## config.mk

```make
export PLATFORM = sky130hd
export DESIGN_NAME = peepw_host
export DESIGN_NICKNAME = d
export VERILOG_FILES = /design/src/peepw_pkg.sv /design/src/peepw_seq_rom.sv /design/src/peepw_host.sv
export VERILOG_INCLUDE_DIRS = /design/src
export SDC_FILE = /design/constraint.sdc
export NUM_CORES = 1
export LEC_CHECK = 0
export ABC_AREA = 1
export BUFFER_PORTS_ARGS = -buffer_cell sky130_fd_sc_hd__buf_4
export CAP_MARGIN = 20
export CORE_UTILIZATION = 56
export CTS_BUF_LIST = sky130_fd_sc_hd__clkbuf_2
export DETAILED_ROUTE_END_ITERATION = 8
export PLACE_DENSITY = 0.78
export SYNTH_ARGS = -nofsm -noshare
export SYNTH_HDL_FRONTEND = slang
export SYNTH_SLANG_ARGS = --single-unit
```

## constraint.sdc

```tcl
create_clock -name ref_clk -period 2.1 [get_ports ref_clk]
set_input_delay 0.105 -clock ref_clk [delete_from_list [all_inputs] [get_ports ref_clk]]
set_output_delay 0.105 -clock ref_clk [all_outputs]
set_load 0.03 [all_outputs]
```

## src/peepw_consts.svh

```systemverilog
`ifndef PEEPW_CONSTS_SVH
`define PEEPW_CONSTS_SVH
`define PEEPW_CLK_NS 10
`define PEEPW_AW 13
`define PEEPW_DW 8
`define PEEPW_PAGE_LSB 6
`define PEEPW_PAGE_BYTES 64
`define PEEPW_POLL_BIT 7
`define PEEPW_TOGGLE_BIT 6
`define PEEPW_SETUP_NS 20
`define PEEPW_SETUP_CYC ((`PEEPW_SETUP_NS + `PEEPW_CLK_NS - 1) / `PEEPW_CLK_NS)
`define PEEPW_STROBE_NS 100
`define PEEPW_STROBE_CYC ((`PEEPW_STROBE_NS + `PEEPW_CLK_NS - 1) / `PEEPW_CLK_NS)
`define PEEPW_READ_NS 150
`define PEEPW_READ_CYC ((`PEEPW_READ_NS + `PEEPW_CLK_NS - 1) / `PEEPW_CLK_NS)
`define PEEPW_LOAD_US 100
`define PEEPW_LOAD_CYC ((`PEEPW_LOAD_US * 1000) / `PEEPW_CLK_NS)
`define PEEPW_LOAD_GUARD 500
`define PEEPW_WC_MS 2
`define PEEPW_WC_CYC ((`PEEPW_WC_MS * 1000000) / `PEEPW_CLK_NS)
`endif

```

## src/peepw_pkg.sv

```systemverilog
package peepw_pkg;
  typedef enum logic [2:0]
  {
    ST_IDLE = 3'h0,
    ST_SETUP = 3'h1,
    ST_STROBE = 3'h2,
    ST_HOLD = 3'h3,
    ST_POLL = 3'h4,
    ST_WAIT = 3'h5
  } peepw_state_e;
  typedef enum logic [1:0]
  {
    OP_READ = 2'h0,
    OP_WRITE = 2'h1,
    OP_POLL = 2'h2
  } peepw_op_e;
  typedef struct packed
  {
    peepw_op_e op;
    logic [12:0] addr;
    logic [7:0] data;
    logic last;
  } peepw_req_s;
  typedef struct packed
  {
    logic [12:0] addr;
    logic [7:0] dataOut;
    logic dataOe;
    logic ceN;
    logic oeN;
    logic weN;
  } peepw_pins_s;
  typedef struct packed
  {
    logic [12:0] addr;
    logic [7:0] data;
  } peepw_step_s;
endpackage : peepw_pkg

```

## src/peepw_seq_rom.sv

```systemverilog
`timescale 1ns/1ns
`include "peepw_consts.svh"
module peepw_seq_rom
#(
  parameter logic [12:0] UNLOCK_A0 = 13'h1555,
  parameter logic [12:0] UNLOCK_A1 = 13'h0AAA,
  parameter logic [7:0] UNLOCK_D0 = 8'hAA,
  parameter logic [7:0] UNLOCK_D1 = 8'h55,
  parameter logic [7:0] UNLOCK_D2 = 8'hA0,
  parameter logic [7:0] CLEAR_D2 = 8'h80,
  parameter logic [7:0] CLEAR_D5 = 8'h20
)
(
  input wire logic clear,
  input wire logic [2:0] idx,
  output peepw_pkg::peepw_step_s step
);
  // Sequence step table, addresses and data kept as parameters
  always_comb
  begin
    step = '0;
    unique case (idx)
      3'h0: step = '{UNLOCK_A0, UNLOCK_D0};
      3'h1: step = '{UNLOCK_A1, UNLOCK_D1};
      3'h2: step = '{UNLOCK_A0, clear ? CLEAR_D2 : UNLOCK_D2};
      3'h3: step = '{UNLOCK_A0, UNLOCK_D0};
      3'h4: step = '{UNLOCK_A1, UNLOCK_D1};
      3'h5: step = '{UNLOCK_A0, CLEAR_D5};
      default: step = '0;
    endcase
  end
endmodule : peepw_seq_rom

```

## src/peepw_host.sv

```systemverilog
`timescale 1ns/1ns
`include "peepw_consts.svh"
module peepw_host
#(
  parameter int LOAD_CYC = `PEEPW_LOAD_CYC,
  parameter int WC_CYC = `PEEPW_WC_CYC
)
(
  input wire logic ref_clk,
  input wire logic rstn,
  input wire logic reqValid,
  output logic reqReady,
  input peepw_pkg::peepw_req_s req,
  input wire logic protect,
  input wire logic unprotect,
  output logic rspValid,
  output logic [7:0] rspData,
  output logic busy,
  output logic [12:0] memAddr,
  output logic [7:0] memDataOut,
  output logic memDataOe,
  input wire logic [7:0] memDataIn,
  output logic memCeN,
  output logic memOeN,
  output logic memWeN
);
  typedef struct packed
  {
    peepw_pkg::peepw_state_e st;
    peepw_pkg::peepw_pins_s pins;
    peepw_pkg::peepw_op_e op;
    logic [7:0] lastData;
    logic [12:0] lastAddr;
    logic [6:0] pageBase;
    logic [6:0] loadCnt;
    logic [2:0] seqIdx;
    logic [2:0] seqLen;
    logic seqClear;
    logic inPage;
    logic last;
    logic prevToggle;
    logic pollFirst;
    logic [7:0] rdata;
    logic rvalid;
    logic [23:0] cnt;
    logic [23:0] loadTmr;
    logic [23:0] wcTmr;
  } peepw_host_s;
  peepw_host_s s_r;
  peepw_host_s s_nxt;
  peepw_pkg::peepw_step_s step;
  logic seqActive;
  logic startOk;
  function automatic logic samePage(input logic [6:0] base, input logic [12:0] a);
    samePage = (a[12:`PEEPW_PAGE_LSB] == base);
  endfunction : samePage
  peepw_seq_rom u_rom
  (
    .clear(s_r.seqClear),
    .idx(s_r.seqIdx),
    .step(step)
  );
  assign seqActive = (s_r.seqIdx != s_r.seqLen);
  // New page loads must stay in the page and in the load window
  assign startOk = !s_r.inPage || (req.op != peepw_pkg::OP_WRITE)
    || (samePage(s_r.pageBase, req.addr) && s_r.loadCnt < 7'(`PEEPW_PAGE_BYTES));
  assign reqReady = (s_r.st == peepw_pkg::ST_IDLE) && !seqActive && !protect && !unprotect
    && startOk && !(s_r.inPage && req.op != peepw_pkg::OP_WRITE)
    && !(s_r.inPage && (s_r.last || s_r.loadTmr == 24'h0));
  assign busy = (s_r.st != peepw_pkg::ST_IDLE) || seqActive || s_r.inPage;
  always_comb
  begin
    s_nxt = s_r;
    s_nxt.rvalid = 1'b0;
    if (s_r.loadTmr != 24'h0)
      s_nxt.loadTmr = s_r.loadTmr - 24'h1;
    if (s_r.wcTmr != 24'h0)
      s_nxt.wcTmr = s_r.wcTmr - 24'h1;
    unique case (s_r.st)
      peepw_pkg::ST_IDLE:
      begin
        s_nxt.pins.ceN = 1'b1;
        s_nxt.pins.oeN = 1'b1;
        s_nxt.pins.weN = 1'b1;
        s_nxt.pins.dataOe = 1'b0;
        if (s_r.inPage && (s_r.last || s_r.loadTmr == 24'h0))
        begin
          // Page closes; wait out programming by polling
          s_nxt.inPage = 1'b0;
          s_nxt.op = peepw_pkg::OP_POLL;
          s_nxt.pins.addr = s_r.lastAddr;
          s_nxt.pollFirst = 1'b1;
          s_nxt.cnt = 24'h0;
          s_nxt.wcTmr = 24'(WC_CYC);
          s_nxt.st = peepw_pkg::ST_WAIT;
        end
        else if (seqActive)
        begin
          s_nxt.op = peepw_pkg::OP_WRITE;
          s_nxt.pins.addr = step.addr;
          s_nxt.pins.dataOut = step.data;
          s_nxt.cnt = 24'(`PEEPW_SETUP_CYC);
          s_nxt.st = peepw_pkg::ST_SETUP;
        end
        else if (protect || unprotect)
        begin
          s_nxt.seqIdx = 3'h0;
          s_nxt.seqLen = unprotect ? 3'h6 : 3'h3;
          s_nxt.seqClear = unprotect;
        end
        else if (reqValid && reqReady)
        begin
          s_nxt.op = req.op;
          s_nxt.last = req.last;
          s_nxt.pins.addr = req.addr;
          s_nxt.pins.dataOut = req.data;
          s_nxt.cnt = 24'(`PEEPW_SETUP_CYC);
          s_nxt.st = peepw_pkg::ST_SETUP;
        end
      end
      peepw_pkg::ST_SETUP:
      begin
        // Output enable high before the write strobe falls
        s_nxt.pins.dataOe = (s_r.op == peepw_pkg::OP_WRITE);
        s_nxt.cnt = s_r.cnt - 24'h1;
        if (s_r.cnt <= 24'h1)
        begin
          s_nxt.pins.ceN = 1'b0;
          if (s_r.op == peepw_pkg::OP_WRITE)
          begin
            s_nxt.pins.weN = 1'b0;
            s_nxt.cnt = 24'(`PEEPW_STROBE_CYC);
            s_nxt.loadTmr = 24'(LOAD_CYC - `PEEPW_LOAD_GUARD);
          end
          else
          begin
            s_nxt.pins.oeN = 1'b0;
            s_nxt.cnt = 24'(`PEEPW_READ_CYC);
          end
          s_nxt.st = peepw_pkg::ST_STROBE;
        end
      end
      peepw_pkg::ST_STROBE:
      begin
        s_nxt.cnt = s_r.cnt - 24'h1;
        if (s_r.cnt <= 24'h1)
        begin
          s_nxt.pins.weN = 1'b1;
          s_nxt.pins.oeN = 1'b1;
          s_nxt.pins.ceN = 1'b1;
          s_nxt.rdata = memDataIn;
          s_nxt.st = peepw_pkg::ST_HOLD;
        end
      end
      peepw_pkg::ST_HOLD:
      begin
        s_nxt.pins.dataOe = 1'b0;
        s_nxt.st = peepw_pkg::ST_IDLE;
        if (s_r.op == peepw_pkg::OP_WRITE)
        begin
          if (seqActive)
          begin
            s_nxt.seqIdx = s_r.seqIdx + 3'h1;
            if (s_r.seqClear && s_r.seqIdx == 3'h5)
            begin
              s_nxt.op = peepw_pkg::OP_POLL;
              s_nxt.pollFirst = 1'b0;
              s_nxt.wcTmr = 24'(WC_CYC);
              s_nxt.st = peepw_pkg::ST_WAIT;
            end
          end
          else
          begin
            if (!s_r.inPage)
              s_nxt.pageBase = s_r.pins.addr[12:`PEEPW_PAGE_LSB];
            s_nxt.loadCnt = s_r.inPage ? s_r.loadCnt + 7'h1 : 7'h1;
            s_nxt.inPage = 1'b1;
            s_nxt.lastAddr = s_r.pins.addr;
            s_nxt.lastData = s_r.pins.dataOut;
          end
        end
        else if (s_r.op == peepw_pkg::OP_READ)
        begin
          s_nxt.rvalid = 1'b1;
        end
        else
        begin
          s_nxt.st = peepw_pkg::ST_POLL;
        end
      end
      peepw_pkg::ST_POLL:
      begin
        // Done when polling bit matches the last written data and toggle bit stops toggling
        s_nxt.prevToggle = s_r.rdata[`PEEPW_TOGGLE_BIT];
        s_nxt.pollFirst = 1'b0;
        s_nxt.cnt = 24'hFF;
        if (!s_r.pollFirst && s_r.rdata[`PEEPW_POLL_BIT] == s_r.lastData[`PEEPW_POLL_BIT]
          && s_r.rdata[`PEEPW_TOGGLE_BIT] == s_r.prevToggle)
          s_nxt.wcTmr = 24'h0;
        s_nxt.st = peepw_pkg::ST_WAIT;
      end
      peepw_pkg::ST_WAIT:
      begin
        // Wait 256 cycles between polls, with no polling after the clear sequence; the write cycle timer bounds the wait
        s_nxt.cnt = s_r.cnt - 24'h1;
        if (s_r.wcTmr <= 24'h1)
        begin
          s_nxt.seqClear = 1'b0;
          s_nxt.st = peepw_pkg::ST_IDLE;
        end
        else if (!s_r.seqClear && (s_r.pollFirst || s_r.cnt[7:0] == 8'h0))
        begin
          s_nxt.pins.addr = s_r.lastAddr;
          s_nxt.cnt = 24'(`PEEPW_SETUP_CYC);
          s_nxt.st = peepw_pkg::ST_SETUP;
        end
      end
      default: s_nxt.st = peepw_pkg::ST_IDLE;
    endcase
  end
  always_ff @(posedge ref_clk or negedge rstn)
  begin
    if (!rstn)
    begin
      s_r <= '0;
      s_r.pins.ceN <= 1'b1;
      s_r.pins.oeN <= 1'b1;
      s_r.pins.weN <= 1'b1;
    end
    else
      s_r <= s_nxt;
  end
  assign memAddr = s_r.pins.addr;
  assign memDataOut = s_r.pins.dataOut;
  assign memDataOe = s_r.pins.dataOe;
  assign memCeN = s_r.pins.ceN;
  assign memOeN = s_r.pins.oeN;
  assign memWeN = s_r.pins.weN;
  assign rspValid = s_r.rvalid;
  assign rspData = s_r.rdata;
  a_no_write_oe_low: assert property (@(posedge ref_clk) disable iff (!rstn)
    !memWeN |-> memOeN && !memCeN) else $error("Write strobe with output enable low");
  a_oe_needs_ce: assert property (@(posedge ref_clk) disable iff (!rstn)
    !memOeN |-> !memCeN) else $error("Output enable without chip enable");
  a_no_drive_read: assert property (@(posedge ref_clk) disable iff (!rstn)
    !memOeN |-> !memDataOe) else $error("Host drives bus during read");
  a_we_width: assert property (@(posedge ref_clk) disable iff (!rstn)
    $fell(memWeN) |-> !memWeN [*8]) else $error("Write strobe too short");
  a_data_stable: assert property (@(posedge ref_clk) disable iff (!rstn)
    !memWeN |=> $stable(memDataOut) || memWeN) else $error("Data changed under strobe");
  a_addr_stable: assert property (@(posedge ref_clk) disable iff (!rstn)
    !memWeN && !$fell(memWeN) |-> $stable(memAddr)) else $error("Address moved in write");
  a_rsp_after_read: assert property (@(posedge ref_clk) disable iff (!rstn)
    rspValid |-> $past(memOeN) && $past(s_r.op == peepw_pkg::OP_READ, 2))
    else $error("Response without read");
  a_page_count: assert property (@(posedge ref_clk) disable iff (!rstn)
    s_r.loadCnt <= 7'(`PEEPW_PAGE_BYTES)) else $error("Page overrun");
  a_page_same: assert property (@(posedge ref_clk) disable iff (!rstn)
    s_r.inPage && !memWeN && !seqActive |-> samePage(s_r.pageBase, memAddr))
    else $error("Page address changed");
  a_take_starts: assert property (@(posedge ref_clk) disable iff (!rstn)
    reqValid && reqReady |=> s_r.st == peepw_pkg::ST_SETUP)
    else $error("Accepted request not started");
  c_read: cover property (@(posedge ref_clk) disable iff (!rstn) rspValid);
  c_page2: cover property (@(posedge ref_clk) disable iff (!rstn) s_r.loadCnt == 7'h2);
  c_poll: cover property (@(posedge ref_clk) disable iff (!rstn) s_r.st == peepw_pkg::ST_POLL);
  c_unlock: cover property (@(posedge ref_clk) disable iff (!rstn) s_r.seqIdx == 3'h3);
endmodule : peepw_host

```

==> flow_metrics.py <==
metrics = {
    "cells_and_area": {
        "insertedDiodeCount": 0,
        "final_common_cell": "nand2_1",
        "postLayoutCellArea_um2": 11000,
        "nNetsFinal": 1420,
        "final_cell_mix": "358 x nand2_1, 159 x buf_4, 146 x dfrtp_1",
        "instances_no_fill": 1594,
        "post-route-util_pct": 72.1,
        "drive_gt1_share_pct": 23.7,
        "syn2layout_area_growth_pct": 24.6,
    },
    "timing": {
        "fin_crit_sh_pct": 112,
        "timing.final.ws_setup_ns": -0.243,
        "max_freq_ghz": 0.427,
        "fin_crit_ns": 2.34,
        "drv_slew": 0,
        "tightest_slew_ns": 0.564,
        "worst_clock_skew_ns": 0.0351,
        "finalSetupViolations": 41,
        "grt_setup_unrepaired": "yes",
        "slew_headroom_pct": 62.3,
        "hold_violations": 0,
    },
    "global_route": {
        "overflow": 0,
        "grt_pass1_wl_um": 36000,
        "top_usage_layer": "met2",
        "grt_usage_pct": 27.5,
        "grt_max_degree": 56,
        "met2_usage_pct": 45.4,
        "grt_use_met1_pct": 36.4,
        "met3_usage_pct": 5.22,
        "grt_pass1_vias": 7801,
        "antenna_found_initial": 0,
    },
    "worst_setup_path": {
        "start_kind": "flop",
        "worstPathCellList": "nor2_2, nand2_2, nor2_4, nand3_4, nand2_4, nand2_4, buf_6, nand2_4, nor3_4, buf_6",
        "worstSetupStartpoint": "s_r[26]",
        "cpMostUsedCell": "nand2_4",
        "cp_max_fo": 4,
        "crit_type": "reg2out",
        "slowest_stage": "dfrtp_1",
        "arrival_ns": 2.24,
        "ff2ff_setup_slack_ns": -0.07,
        "cp_data_required_time_ns": 2.00,
        "cp-end-kind": "primary output",
        "reg2reg_depth": 15,
        "cp_slowest_stage_delay_ns": 0.47,
        "r2r_start": "s_r[24]",
    },
    "place": {
        "placed_area_um2": 9700,
        "hpwl_um": 14300,
        "place_inst": 1469,
        "gp_congestion": 0.907,
        "port_buffers": 72,
    },
    "die": {
        "die_x_um": 128,
        "row_count": 45,
        "core_area_um2": 15300,
        "start_util_pct": 57.9,
        "ios": 73,
        "die_area_um2": 16300,
        "fp.dieH_um": 128,
    },
    "clock_network": {
        "clock-root-buffer": "clkbuf_2",
        "cts.sink_count": 150,
        "insertion_delay_ns": 0.76,
        "cts_buffer_depth": 2,
        "cts_made_buffers": 17,
        "h-tree-depth": 4,
        "path_clk_slew_ns": 0.22,
        "cts_tree": "done",
    },
    "logic_synthesis": {
        "netlist_instances": 1190,
        "yosysUniqueCellTypes": 50,
        "ys.flop_type": "dfrtp_1",
        "synth_edf_count": 0,
        "synth_nets": 1239,
        "syn_avg_cell_area_um2": 7.45,
        "netlist_area_um2": 8860,
        "synthArstFlopShare_pct": 100,
        "ys_seq_elements": 150,
        "synth_warnings": 0,
        "synth-seq-area-share_pct": 42.4,
    },
    "detailed_routing": {
        "num_vias": 8474,
        "wl_per_cell_um": 14.2,
        "drtAntennaViolNets": 0,
        "drc": 0,
        "dr.pass1.iters": 5,
        "detail_route.iter0.violations": 685,
        "wl_um": 22700,
        "via_per_inst": 5.32,
    },
    "power_and_ir_drop": {
        "vdd_ir_drop_max_v": 0.000968,
        "power_mw": 16.9,
        "p_per_area_nw_per_um2": 1530,
        "leakage_nw": 5.77,
    },
    "min_path": {
        "hp-class": "in2reg",
        "holdPathStages": 4,
        "min-delay-start": "memDataIn[3]",
    },
    "outcome": {
        "outcome": "complete, but fails checks",
        "violations": "setup timing",
    },
    "run": {
        "maxCapViolations": 0,
    },
}
-- area by class of cell --
type                    instances  area, um^2
clock buffers                  17        85.1
clock inverters                14         200
fillers                      1161        4270
inverters                     137         518
multi-input cells             857        4460
flip-flops and latches        150        3760
well taps                     211         264
repair buffers                208        1760
-- cell usage after synthesis, drive strengths merged, types with 4 or more instances --
cell type  instances  share of area [%]
nand3             86                5.3
clkbuf             4               0.17
xnor2             10               0.99
dfrtp            147                 42
a21oi             26                1.6
buf               45                3.8
or2                7               0.49
nor3              21                1.4
xor2              29                2.9
nor4              10               0.71
nand2            378                 17
ha                12                1.7
nor3b              4               0.45
inv              137                5.8
nand4             15                1.1
nor2             153                7.7
o21ai             77                4.6
-- report_power, final --
| group | switching (mW) | internal (mW) |
|---|---|---|
| logic | 6.09 | 3.94 |
| registers | 0.968 | 4.03 |
| clock network | 1.12 | 0.795 |
-- logic make-up (layout without fill, tap and decap cells) --
kind of cell | count (synthesis) | after routing | share of synthesized area [%]
buffers and inverters | 186 | 376 | 9.81
and+or+nand+nor | 680 | 680 | 34.2
DFF | 150 | 150 | 42.4
adders and majority gates | 12 | 12 | 1.69
AOI/OAI and AO/OA | 123 | 126 | 8.02
xor gates and xnor gates | 39 | 39 | 3.86
-- state kept, by name (all words and copies together) (netlist names) --
name        cells
s_r           116
memAddr        13
memDataOut      8
rspData         8
memCeN          1
memDataOe       1
memOeN          1
memWeN          1
rspValid        1
-- final timing paths --
path,to
hold reg to reg,memDataOut[0]
setup / recovery,reqReady
hold / removal,rspData[3]
setup reg to reg,s_r[128]
max in group asynchronous,s_r[23]
min in group asynchronous,memCeN
-- repair_timing --
action / in CTS / in global routing
gates resized for setup: 23 / 36
pin swaps: 14 / 23
cloned: 0 / 3
endpoints found under the hold margin: 189 / 0
hold buffers: 38 / 0
endpoints found under the setup margin: 15 / 79
setup buffers: 32 / 22
-- worst max-delay path: cells and delay by family (launching register included) --
kind	cells	cell delay, ns
AND/OR/NAND/NOR	8	0.73
flip-flops	1	0.47
buffers and inverters	2	0.27
-- per-stage QoR --
step	setup TNS [ns]	setup WS, ns	hold WS [ns]
floorplan	0	0.165	-0.191
global placement	-0.125	-0.0212	0.0735
detailed placement	-0.814	-0.0893	0.0672
CTS	-0.441	-0.283	0.0387
global route	-6.09	-0.373	0.0302
finish	-2.13	-0.243	0.0838
-- routing by layer --
layer,up-vias,routed length (um)
met1,4003,9500
met5,-,0
met3,49,1320
li1,4116,-
met4,0,557
met2,306,11300
No activity file was read; power rests on OpenSTA's default activity.
